[config.mk]
export PLATFORM = sky130hd
export DESIGN_NAME = brt_block_rx
export DESIGN_NICKNAME = d
export VERILOG_FILES = /design/src/verilog/brt_pkg.sv /design/src/verilog/brt_block_rx.sv
export SDC_FILE = /design/constraint.sdc
export NUM_CORES = 1
export LEC_CHECK = 0
export BUFFER_PORTS_ARGS = -buffer_cell sky130_fd_sc_hd__clkbuf_2
export CORE_MARGIN = 3
export CORE_UTILIZATION = 25
export DETAILED_ROUTE_END_ITERATION = 7
export GPL_ROUTABILITY_DRIVEN = 0
export PLACE_DENSITY = 0.44
export SKIP_LAST_GASP = 1
export SYNTH_ARGS = -nofsm -noshare
export SYNTH_HDL_FRONTEND = slang
export SYNTH_SLANG_ARGS = --single-unit
[constraint.sdc]
create_clock -name clk_i -period 4 [get_ports clk_i]
set_input_delay 0.6 -clock clk_i [delete_from_list [all_inputs] [get_ports clk_i]]
set_output_delay 0.6 -clock clk_i [all_outputs]
set_load 0.01 [all_outputs]
[src/verilog/brt_pkg.sv]
// block receive and ack tracking: shared constants and types
// assumes a 32-bit classic wishbone host bus with byte addresses
package brt_pkg;
  // ==========================================================
  // register byte offsets
  localparam logic [7:0] ADR_ACK_READOUT = 8'h48; // ack tracking readout, read only
  localparam logic [7:0] ADR_GRQ_DATA = 8'h80; // general receive queue pop port
  localparam logic [7:0] ADR_STATUS = 8'h84; // queue and tracking state
  localparam logic [7:0] ADR_INT_STATUS = 8'h88; // sticky events, cleared by read
  localparam logic [7:0] ADR_INT_MASK = 8'h8c; // interrupt enables
  localparam logic [7:0] ADR_CTRL = 8'h90; // enables
  // ==========================================================
  // reset values and field positions
  localparam logic [1:0] CTRL_RESET = 2'h3; // receive and tracking enabled
  localparam int CTRL_RX_EN = 0; // accept received packets
  localparam int CTRL_TRK_EN = 1; // record transmit acknowledges
  localparam logic [3:0] MASK_RESET = 4'h0; // all interrupts masked
  localparam int EV_TOKEN = 0; // a packet token is ready in the queue
  localparam int EV_ACK_STORED = 1; // a tracking entry was written
  localparam int EV_ACK_LOST = 2; // oldest tracking entry was overwritten
  localparam int EV_RX_DROP = 3; // a non-block packet was discarded
  localparam int NUM_EV = 4;
  // ==========================================================
  // packet constants
  localparam int ACK_DEPTH = 6; // tracking entries kept
  localparam logic [2:0] ACK_DEPTH_C = 3'h6;
  localparam int QCNT_W = 12; // quadlet count width in the token
  localparam logic [3:0] TC_WR_BLOCK = 4'h1; // block write request
  localparam logic [3:0] TC_WR_RESP = 4'h2; // write response
  localparam logic [3:0] TC_RD_BLOCK = 4'h5; // block read request
  localparam logic [3:0] TC_RD_BRESP = 4'h7; // block read response
  // speed codes; 2'h3 is undefined and passed through unchanged
  localparam logic [1:0] SPD_S100 = 2'h0;
  localparam logic [1:0] SPD_S200 = 2'h1;
  localparam logic [1:0] SPD_S400 = 2'h2;
  // retry codes
  localparam logic [1:0] RT_NEW = 2'h0;
  localparam logic [1:0] RT_RETRY_X = 2'h1;
  localparam logic [1:0] RT_RETRY_A = 2'h2;
  localparam logic [1:0] RT_RETRY_B = 2'h3;
  // response codes; 1..3 and 8..f are reserved and passed through
  localparam logic [3:0] RC_COMPLETE = 4'h0;
  localparam logic [3:0] RC_CONFLICT = 4'h4;
  localparam logic [3:0] RC_DATA_ERR = 4'h5;
  localparam logic [3:0] RC_TYPE_ERR = 4'h6;
  localparam logic [3:0] RC_ADDR_ERR = 4'h7;
  // acknowledge codes, error bit first
  localparam logic [4:0] ACK_COMPLETE = 5'h01;
  localparam logic [4:0] ACK_PENDING = 5'h02;
  localparam logic [4:0] ACK_TARDY = 5'h0b;
  localparam logic [4:0] ACK_TIMEOUT = 5'h10;
  localparam logic [4:0] ACK_PKT_ERR = 5'h13;
  // queue formatter states
  typedef enum logic [2:0] {
    BRT_IDLE, BRT_TOKEN, BRT_Q2, BRT_Q3, BRT_Q4, BRT_Q5, BRT_PAY
  } brt_state_e;
endpackage : brt_pkg

[src/verilog/brt_block_rx.sv]
// block receive formatter and transmit acknowledge tracker
// assumes the link receiver and transmitter run on clk_i and present
// decoded header fields under valid/ready, transmit done as a one-cycle strobe; host uses wishbone
// Function
// - accept four block packet kinds for host
// - token with reception status comes first
// - quadlet two: destination id, then control bits
// - requests: source id, 48-bit aligned offset
// - responses: source id plus rcode, reserved fourth
// - quadlet five: length, extended tcode, then data
// - complete flag set only on final block
// - speed code 00/01/10, 11 undefined
// - token quadlet count gives data quadlets
// - token carries five-bit returned ack code
// - destination is bus ten bits, node six
// - retry code new, x, a, b
// - response codes 0,4..7 defined, others reserved
// - keep acks of six latest transmitted packets
// - one 32-bit word per tracking entry
// - readout advances after both halves read
// - bits 4-7 ack code, bit 8 error
// - ack from receiver, or local on failure
//
// Our own choice: register access over Wishbone.
`timescale 1ns/1ps
`default_nettype none
module brt_block_rx (
  input wire logic clk_i,
  input wire logic rst_i,
  // wishbone slave
  input wire logic wb_cyc_i,
  input wire logic wb_stb_i,
  input wire logic wb_we_i,
  input wire logic [7:0] wb_adr_i,
  input wire logic [3:0] wb_sel_i,
  input wire logic [31:0] wb_dat_i,
  output logic [31:0] wb_dat_o,
  output logic wb_ack_o,
  output logic irq_o,
  // received packet header from the link receiver
  input wire logic hdr_valid_i,
  output logic hdr_ready_o,
  input wire logic [3:0] hdr_tcode_i,
  input wire logic [15:0] hdr_dest_id_i,
  input wire logic [5:0] hdr_tlabel_i,
  input wire logic [1:0] hdr_rt_i,
  input wire logic [3:0] hdr_priority_i,
  input wire logic [15:0] hdr_src_id_i,
  input wire logic [47:0] hdr_offset_i,
  input wire logic [3:0] hdr_rcode_i,
  input wire logic [15:0] hdr_data_length_i,
  input wire logic [15:0] hdr_ext_tcode_i,
  input wire logic [1:0] hdr_speed_i,
  input wire logic [4:0] hdr_returned_ack_code_i,
  input wire logic [brt_pkg::QCNT_W-1:0] hdr_quadlet_count_i,
  input wire logic hdr_last_block_i,
  // payload quadlets of the current block
  input wire logic pay_valid_i,
  output logic pay_ready_o,
  input wire logic [31:0] pay_data_i,
  // transmit completion from the link transmitter
  input wire logic tx_done_i,
  input wire logic tx_fail_i,
  input wire logic [4:0] tx_remote_ack_i,
  input wire logic [4:0] tx_local_ack_i,
  input wire logic [5:0] tx_dest_node_i,
  input wire logic [5:0] tx_tlabel_i,
  input wire logic [1:0] tx_rt_i,
  input wire logic [3:0] tx_tcode_i
);
  import brt_pkg::*;

  // ==========================================================
  // state
  typedef struct packed {
    logic ack; // wishbone ack
    logic [31:0] rdat; // wishbone read data
    logic irq; // interrupt level
    logic hdr_rdy; // header port ready
    logic pay_rdy; // payload port ready
    brt_state_e st; // formatter state
    logic [3:0] tcode; // latched header fields
    logic [15:0] dest;
    logic [5:0] tlabel;
    logic [1:0] rt;
    logic [3:0] pri;
    logic [15:0] src;
    logic [47:0] offs;
    logic [3:0] rcode;
    logic [15:0] dlen;
    logic [15:0] xtc;
    logic [QCNT_W-1:0] remain; // payload quadlets still to fetch
    logic [31:0] word; // quadlet offered to the host
    logic have; // word is valid
    logic [ACK_DEPTH-1:0][31:0] abuf; // tracking entries
    logic [2:0] wptr; // next slot to write
    logic [2:0] rptr; // oldest entry
    logic [2:0] cnt; // entries held
    logic hi_seen; // upper half of readout read
    logic lo_seen; // lower half of readout read
    logic [NUM_EV-1:0] stat; // sticky events
    logic [NUM_EV-1:0] mask; // interrupt enables
    logic [1:0] ctrl; // enables
  } brt_s;

  brt_s r_reg;
  brt_s r_next;

  // slot pointer step with wrap at the buffer depth
  function automatic logic [2:0] step(input logic [2:0] p);
    step = (p == ACK_DEPTH_C - 3'h1) ? 3'h0 : p + 3'h1;
  endfunction : step

  // per-cycle decodes and strobes
  logic is_resp; // response packet
  logic supported; // one of the four block kinds
  logic take; // wishbone request taken this cycle
  logic rd_grq; // host pops the queue
  logic rd_ack; // host reads the tracking readout
  logic push; // new tracking entry
  logic pop; // readout advances
  logic hdr_take; // header accepted
  logic [31:0] entry; // tracking word built from transmit side
  logic [4:0] ack_sel; // chosen acknowledge
  logic [NUM_EV-1:0] ev; // events this cycle

  // ==========================================================
  // combinational next state
  always_comb begin
    r_next = r_reg;
    is_resp = (r_reg.tcode == TC_WR_RESP) || (r_reg.tcode == TC_RD_BRESP);
    supported = (hdr_tcode_i == TC_WR_BLOCK) || (hdr_tcode_i == TC_RD_BLOCK) ||
                (hdr_tcode_i == TC_WR_RESP) || (hdr_tcode_i == TC_RD_BRESP);
    take = wb_cyc_i && wb_stb_i && !r_reg.ack;
    rd_grq = take && !wb_we_i && (wb_adr_i == ADR_GRQ_DATA) && r_reg.have;
    rd_ack = take && !wb_we_i && (wb_adr_i == ADR_ACK_READOUT);
    hdr_take = hdr_valid_i && r_reg.hdr_rdy;
    ev = '0;
    // ack code from the far node on success, from our transmitter on failure
    ack_sel = tx_fail_i ? tx_local_ack_i : tx_remote_ack_i;
    // node, label, retry, tcode, ack error bit and code
    entry = {tx_dest_node_i, tx_tlabel_i, tx_rt_i, tx_tcode_i, 3'h0, 2'h0,
             ack_sel, 4'h0};
    push = tx_done_i && r_reg.ctrl[CTRL_TRK_EN];
    pop = 1'b0;

    // wishbone: ack one cycle after a request, dropped the cycle after
    r_next.ack = take;
    if (take) begin
      r_next.rdat = 32'h0; // unmapped addresses read zero
      if (!wb_we_i) begin
        case (wb_adr_i)
          ADR_ACK_READOUT: begin
            if (r_reg.cnt != 3'h0) begin
              r_next.rdat = r_reg.abuf[r_reg.rptr];
              r_next.rdat[13:11] = r_reg.cnt; // entries held incl. this one
            end
          end
          ADR_GRQ_DATA: r_next.rdat = r_reg.have ? r_reg.word : 32'h0;
          ADR_STATUS: r_next.rdat = {24'h0, 1'b0, r_reg.cnt, 1'b0, r_reg.st};
          ADR_INT_STATUS: r_next.rdat = {28'h0, r_reg.stat};
          ADR_INT_MASK: r_next.rdat = {28'h0, r_reg.mask};
          ADR_CTRL: r_next.rdat = {30'h0, r_reg.ctrl};
          default: r_next.rdat = 32'h0;
        endcase
      end else begin
        // writes land in the low byte only
        if (wb_sel_i[0]) begin
          case (wb_adr_i)
            ADR_INT_MASK: r_next.mask = wb_dat_i[NUM_EV-1:0];
            ADR_CTRL: r_next.ctrl = wb_dat_i[1:0];
            default: r_next.ctrl = r_reg.ctrl; // read-only or unmapped
          endcase
        end
      end
    end

    // readout advances only once both halves have been read
    if (rd_ack && (r_reg.cnt != 3'h0)) begin
      r_next.hi_seen = r_reg.hi_seen || (wb_sel_i[3:2] != 2'h0);
      r_next.lo_seen = r_reg.lo_seen || (wb_sel_i[1:0] != 2'h0);
      if (r_next.hi_seen && r_next.lo_seen) begin
        pop = 1'b1;
        r_next.hi_seen = 1'b0;
        r_next.lo_seen = 1'b0;
      end
    end
    if (pop) begin
      r_next.rptr = step(r_reg.rptr);
      r_next.cnt = r_reg.cnt - 3'h1;
    end

    // tracking buffer keeps the six latest entries
    if (push) begin
      r_next.abuf[r_reg.wptr] = entry;
      r_next.wptr = step(r_reg.wptr);
      ev[EV_ACK_STORED] = 1'b1;
      if (r_next.cnt == ACK_DEPTH_C) begin
        // full: drop the oldest, partial readout of it is forgotten
        r_next.rptr = step(r_next.rptr);
        r_next.hi_seen = 1'b0;
        r_next.lo_seen = 1'b0;
        ev[EV_ACK_LOST] = 1'b1;
      end else begin
        r_next.cnt = r_next.cnt + 3'h1;
      end
    end

    // formatter: host popping the offered word moves on
    if (rd_grq) begin
      r_next.have = 1'b0;
    end
    case (r_reg.st)
      BRT_IDLE: begin
        if (hdr_take) begin
          r_next.tcode = hdr_tcode_i;
          r_next.dest = hdr_dest_id_i;
          r_next.tlabel = hdr_tlabel_i;
          r_next.rt = hdr_rt_i;
          r_next.pri = hdr_priority_i;
          r_next.src = hdr_src_id_i;
          r_next.offs = hdr_offset_i;
          r_next.rcode = hdr_rcode_i;
          r_next.dlen = hdr_data_length_i;
          r_next.xtc = hdr_ext_tcode_i;
          r_next.remain = hdr_quadlet_count_i;
          if (supported) begin
            // token: complete flag, speed, count, ack sent, tcode
            r_next.word = {hdr_last_block_i, hdr_speed_i, hdr_quadlet_count_i,
                           hdr_returned_ack_code_i, 4'h0, hdr_tcode_i,
                           4'h0};
            r_next.have = 1'b1;
            r_next.st = BRT_TOKEN;
            ev[EV_TOKEN] = 1'b1;
          end else begin
            ev[EV_RX_DROP] = 1'b1;
          end
        end
      end
      BRT_TOKEN: begin
        if (rd_grq) begin
          r_next.word = {r_reg.dest, r_reg.tlabel, r_reg.rt, r_reg.tcode,
                         r_reg.pri};
          r_next.have = 1'b1;
          r_next.st = BRT_Q2;
        end
      end
      BRT_Q2: begin
        if (rd_grq) begin
          // requests carry the offset top, responses the rcode
          r_next.word = is_resp ? {r_reg.src, r_reg.rcode, 12'h0}
                                : {r_reg.src, r_reg.offs[47:32]};
          r_next.have = 1'b1;
          r_next.st = BRT_Q3;
        end
      end
      BRT_Q3: begin
        if (rd_grq) begin
          // low offset forced quadlet aligned; reserved word for responses
          r_next.word = is_resp ? 32'h0 : {r_reg.offs[31:2], 2'h0};
          r_next.have = 1'b1;
          r_next.st = BRT_Q4;
        end
      end
      BRT_Q4: begin
        if (rd_grq) begin
          r_next.word = {r_reg.dlen, r_reg.xtc};
          r_next.have = 1'b1;
          r_next.st = BRT_Q5;
        end
      end
      BRT_Q5: begin
        if (rd_grq) begin
          r_next.st = (r_reg.remain == '0) ? BRT_IDLE : BRT_PAY;
        end
      end
      BRT_PAY: begin
        // fetch one payload quadlet each time the host empties the word
        if (pay_valid_i && r_reg.pay_rdy) begin
          r_next.word = pay_data_i;
          r_next.have = 1'b1;
          r_next.remain = r_reg.remain - 1'b1;
        end else if (rd_grq && (r_reg.remain == '0)) begin
          r_next.st = BRT_IDLE;
        end
      end
      default: r_next.st = BRT_IDLE;
    endcase
    r_next.hdr_rdy = (r_next.st == BRT_IDLE) && r_next.ctrl[CTRL_RX_EN];
    r_next.pay_rdy = (r_next.st == BRT_PAY) && !r_next.have && (r_next.remain != '0);

    // sticky events: a read clears, a new event in the same cycle survives
    if (take && !wb_we_i && (wb_adr_i == ADR_INT_STATUS)) begin
      r_next.stat = '0;
    end
    r_next.stat = r_next.stat | ev;
    r_next.irq = |(r_next.stat & r_next.mask);
  end

  // ==========================================================
  // state register
  always_ff @(posedge clk_i) begin
    if (rst_i) begin
      r_reg <= '0;
      r_reg.st <= BRT_IDLE;
      r_reg.ctrl <= CTRL_RESET;
      r_reg.mask <= MASK_RESET;
    end else begin
      r_reg <= r_next;
    end
  end

  // outputs straight from flops
  assign wb_ack_o = r_reg.ack;
  assign wb_dat_o = r_reg.rdat;
  assign irq_o = r_reg.irq;
  assign hdr_ready_o = r_reg.hdr_rdy;
  assign pay_ready_o = r_reg.pay_rdy;
endmodule : brt_block_rx
`default_nettype wire

==> impl_metrics.ini, run 1 <==
[run_status]
status = finished clean

[timing]
min_period_ps = 3180
relSlewSlack_pct = 19.5
finalSetupTns_ps = 0
max_slew.worst_pin.slew_ps = 1210
grt_setup_unrepaired = false
fin_ws_ps = 823
hold_violations = 0
max_freq_mhz = 315
final.setup_skew_ps = 21.8
finalSetupViolations = 0
slew_violations = 0
final.period_utilization_pct = 79.4

[route]
routedWlPerCell_um = 20.4
route.final.wire_length_um = 63300
drc = 0
num_vias = 15600
drt_iter0_markers = 1166
final_antenna_net_count = 0
via_per_inst = 5.04
dr.pass1.iters = 6

[clocking]
cts-buffers-inserted = 45
clock_path_buffers = 3
hold_buffers = 0
cts.sinks = 373
ctsResizeCount = 0
post_cts_buffers = 0
path_clk_slew_ps = 60
clk_latency_ps = 580
tritoncts = yes
htree_num_levels = 2
clock-root-buffer = clkbuf_16

[die]
rows = 93
fp.dieH_um = 263
die_w_um = 263
boundaryPins = 301
start_util_pct = 25.5
coreArea_um2 = 65000
die_area_um2 = 69400

[synth]
synth_most_common_cell = nand2_1
synth_top_area_share_pct = 45.1
ys_seq_area_share_pct = 45.1
ys_types = 69
async_flop_share_pct = 0
synth_cells = 2044
yosysTopAreaCell = dfxtp_1
synth_nets = 2315
ys_seq_elements = 373
synth_area_leaders = dfxtp_1 (45%), nand2_1 (12%), a21oi_1 (8.2%)
synth-main-ff-cell = dfxtp_1
yosysWarnings = 0
syn_area_um2 = 16600
synthTopCellsByCount = nand2_1 (522), dfxtp_1 (373), a21oi_1 (270)
synth_edf_count = 0
avgSynthCellArea_um2 = 8.11

[power]
ir_worst_vdd_mv = 0.264
powerDensity_nw_per_um2 = 437
p_leak_nw = 7.12

[grt]
first_global_vias = 15100
antenna_found_initial = 10
overflow = 0
grt_max_degree = 122
grt_pass1_wl_um = 94000
grt_usage_pct = 17.5

[place]
io_buffers = 270
place_area_um2 = 18600
dpl.cell_count = 3014
pre_cts_slack_ps = 391
place_hpwl_um = 44500

[layout]
stdcell_count = 3097
final_nets = 2477
largest_reg_flops = 337
stdcell_area_um2 = 20100
syn2layout_area_growth_pct = 21.1
drive_gt1_share_pct = 19.2

[setup_path]
end_kind = flip-flop
critical_path_class = flip-flop to flip-flop
critical_path_arrival_ps = 3640
r2r-start = wb_ack_o$_SDFF_PP0_
worstSetupStartpoint = wb_ack_o$_SDFF_PP0_
startpoint_type = flip-flop
crit_fanout = 6
critPathRequiredTime_ps = 4470
r2r_cells = 10

[min_path]
hold_path_depth = 3
min-delay-start = hdr_offset_i[42]
hold_class = input port to flip-flop

[run]
drv_cap = 0
## final timing paths
kind	to	slack, ps
worst min-delay path	r_reg[336]$_SDFFE_PP0P_	250
worst min register to register	r_reg[76]$_SDFFE_PP0P_	450
worst max register to register	irq_o$_SDFF_PP0_	820
worst max-delay path	irq_o$_SDFF_PP0_	820
## cells by family after synthesis
kind of cell	synth area share, %
flip-flops	45.1
buffers and inverters	6.06
multiplexers	6.48
adder cells (fa/ha/maj)	0.453
AND/OR/NAND/NOR	20.3
AO/OA/AOI/OAI	21.2
XOR/XNOR	0.528
## stage by stage
| step | power [mW] | hold slack [ps] | util, % |
|---|---|---|---|
| 2_1_floorplan | 4.41 | 433 | - |
| 3_3_place_gp | 4.75 | 439 | 28.6 |
| 3_5_place_dp | 4.76 | 444 | 28.6 |
| 4_1_cts | 8.91 | 219 | 30.8 |
| 5_1_grt | 9.15 | 237 | 30.9 |
| 6_report | 8.78 | 254 | 30.9 |
## placed cells by master, fill, tap and decap left out, types with 5 or more instances in the layout
cell / synthesis / layout
a211oi_1: 37 / 37
a21oi_1: 270 / 270
a221o_1: 20 / 20
a222oi_1: 5 / 5
a22o_1: 25 / 25
a22oi_1: 88 / 88
a31oi_1: 22 / 22
a32oi_1: 7 / 7
and3_1: 6 / 5
buf_12: 0 / 5
buf_4: 33 / 37
clkbuf_1: 143 / 10
clkbuf_16: 0 / 45
clkbuf_2: 0 / 269
clkbuf_8: 0 / 15
dfxtp_1: 373 / 369
diode_2: 0 / 5
ha_1: 6 / 6
inv_1: 36 / 36
mux2_2: 5 / 5
mux2i_1: 50 / 50
mux4_2: 23 / 23
nand2_1: 522 / 521
nand2b_1: 10 / 10
nand3_1: 50 / 50
nand4_1: 5 / 5
nor2_1: 120 / 117
nor2b_1: 16 / 14
nor3_1: 11 / 9
nor4_1: 10 / 9
o21ai_0: 17 / 17
o221ai_1: 5 / 5
o22ai_1: 33 / 33
or3_1: 6 / 6
xnor2_1: 6 / 6
## layout make-up
type	instances	area (um2)
fill	6986	45000
multi-input combinational	1438	8160
sequential	373	7470
timing repair buffer	312	1740
clock buffer	70	1370
tap	855	1070
inverter	36	135
clock inverter	8	116
antenna	5	12.5
## worst max-delay path: stages (launching register included)
cell and delay [ps]:
dfxtp_1 320, or4bb_1 610, nor2_1 330, nand3_4 160, xnor2_1 290, ha_1 250
nand3_1 130, a41o_1 230, a21oi_1 320, a21oi_1 100, o311ai_0 310
## report_power, final
part           internal (mW)  switching (mW)  leakage (nW)
sequential              3.85          0.0762          3.03
clock                   2.47            1.63         0.733
combinational          0.279           0.474          3.36
total                   6.60            2.18          7.12
## per-layer routing
metal,track usage [%],vias to the layer above,part of all wire [%]
met3,4.29,84,7.0
met4,5.30,8,2.3
li1,-,7461,-
met2,27.5,499,46
met5,0,-,0.088
met1,23.8,7571,45
(Power assumes the default switching activity.)
==> run 2, diff against run 1 <==
==> constraint.sdc (replaced) <==
create_clock -name clk_i -period 2.97 [get_ports clk_i]
set_input_delay 0.4455 -clock clk_i [delete_from_list [all_inputs] [get_ports clk_i]]
set_output_delay 0.4455 -clock clk_i [all_outputs]
set_load 0.01 [all_outputs]
==> run 2 against run 1 <==
Net effect:
- utilization rose by 0.50 points
- first-iteration DRC count fell by 1.5%
- die area is the same
- register-to-register slack worse by 560 ps
- worst setup slack got worse by 560 ps
- critical endpoint is now pay_ready_o$_SDFF_PP0_
- global-route usage increased by 0.33 points
- via count grew 0.86%
==> impl_metrics.ini, run 2 (synthesis gave the netlist of run 1 again) <==
[run_status]
status = finished clean

[timing]
finalSetupViolations = 0
final.period_utilization_pct = 91.1
max_slew.worst_pin.slew_ps = 1090
slew_violations = 0
max_freq_mhz = 370
relSlewSlack_pct = 27.4
final.setup_skew_ps = 20.2
fin_ws_ps = 264
min_period_ps = 2710
hold_violations = 0
grt_setup_unrepaired = false

[route]
final_antenna_net_count = 0
route.final.wire_length_um = 64800
drt_iter0_markers = 1149
routedWlPerCell_um = 20.7
num_vias = 15800
dr.pass1.iters = 5
drc = 0
via_per_inst = 5.03

[clocking]
tritoncts = yes
clock_path_buffers = 3
path_clk_slew_ps = 60
clk_latency_ps = 580
htree_num_levels = 2
cts.sinks = 373
clock-root-buffer = clkbuf_16
post_cts_buffers = 0
hold_buffers = 0
cts-buffers-inserted = 44

[layout]
fill_cells = 6868
layout_commonest_cell = nand2_1
ff_latch_area_um2 = 7470
fin_util_pct = 31.4
syn2layout_area_growth_pct = 23.1
drive_gt1_share_pct = 20.5
stdcell_area_um2 = 20400
multi_input_area_um2 = 8200
largest_reg_flops = 337
final_cell_mix = nand2_1 (521), dfxtp_1 (371), a21oi_1 (269), clkbuf_2 (269), nor2_1 (116)
final_nets = 2509

[die]
die_area_um2 = 69400
boundaryPins = 301
rows = 93
start_util_pct = 25.5
coreArea_um2 = 65000
die_w_um = 263
fp.dieH_um = 263

[setup_path]
slowest_delay_ps = 790
end_kind = flip-flop
critical_path_arrival_ps = 3160
critical_path_class = flip-flop to flip-flop
critPathRequiredTime_ps = 3420
path_cells = inv_1 > and3_1 > a311o_1 > nor4_1 > and4_1 > a21oi_1
crit_fanout = 15
critical_path_buf_inv_count = 1
cpMaxStageDelayCell = dfxtp_1
startpoint_type = flip-flop
critical_path.top_delay_family = simple AND/OR/NAND/NOR gates

[grt]
overflow = 0
grt_pass1_wl_um = 95900
grt_usage_pct = 17.9
first_global_vias = 15200
grt_max_degree = 131
antenna_found_initial = 7

[place]
io_buffers = 270
place_area_um2 = 18900
place_hpwl_um = 45300
pre_cts_slack_ps = -76.1

[power]
p_comb_share_pct = 8.9
powerDensity_nw_per_um2 = 580
ir_worst_vdd_mv = 0.352
p_leak_nw = 7.29
switching_share_pct = 25.4
p_switching_mw = 3.00
p_int_mw = 8.82
seqPwrFrac_pct = 44.7
p_clk_share_pct = 46.5

[min_path]
hold_class = input port to flip-flop

[run]
drv_cap = 0
-- run 2: cell count changes in the layout (fill, tap and decap cells not counted), moves of 2 or more --
cell | previous run | this run
clkbuf_1 | 10 | 13
buf_4 | 37 | 65
clkbuf_8 | 15 | 13
dfxtp_1 | 369 | 371
buf_12 | 5 | 10
dfxtp_2 | 4 | 2
-- run 2: cell type report --
type	instances	area share, %
Multi-Input combinational cell	1438	40.2
Sequential cell	373	36.6
Timing Repair Buffer	345	10.0
Clock buffer	70	6.51
Tap cell	855	5.24
Clock inverter	10	0.675
Inverter	36	0.662
Antenna cell	6	0.0736
-- run 2: final timing paths --
check,depth (start not counted),end,slack (ps),from
hold reg to reg,2,r_reg[143]$_SDFFE_PP0P_,450,r_reg[143]$_SDFFE_PP0P_
hold / removal,3,r_reg[383]$_SDFFE_PP0P_,90,hdr_dest_id_i[13]
setup / recovery,6,pay_ready_o$_SDFF_PP0_,260,r_reg[392]$_SDFF_PP0_
setup reg to reg,6,pay_ready_o$_SDFF_PP0_,260,r_reg[392]$_SDFF_PP0_
-- run 2: metal layers --
layer / global-route usage, % / vias to the layer above / share of wire, %
li1: - / 7535 / -
met1: 24.6 / 7641 / 46
met2: 28.1 / 491 / 45
met3: 3.52 / 87 / 6.3
met4: 5.50 / 4 / 2.7
met5: 0 / - / 0.049
-- run 2: worst reg2reg max path, cell delays in order, from the launching register on --
cell and delay (ps):
dfxtp_1 790, inv_1 500, and3_1 330, a311o_1 340, nor4_1 310, and4_1 260
a21oi_1 60
-- run 2: what timing repair did --
action                     CTS  global route
setup endpoints to repair    0             1
hold endpoints to repair     0             0
gates resized for setup      0             2
-- run 2: power groups by stage --
stage / registers [mW] / logic (mW) / clock network, mW
finish: 5.28 / 1.05 / 5.49
global route: 5.30 / 1.15 / 5.88
CTS: 5.28 / 1.05 / 5.66
detailed placement: 5.39 / 1.05 / 0
global placement: 5.38 / 1.03 / 0
floorplan: 5.35 / 0.589 / 0
-- run 2: stage by stage --
stage	cells	hold slack, ps	power (mW)	setup TNS [ps]
after CTS	3127	57.7	12.0	0
after floorplan	2044	433	5.94	-2.87
after detailed placement	3047	446	6.44	-127
after global routing	3131	70.8	12.3	0
final	3133	92.2	11.8	0
after global placement	3047	438	6.42	-50.7
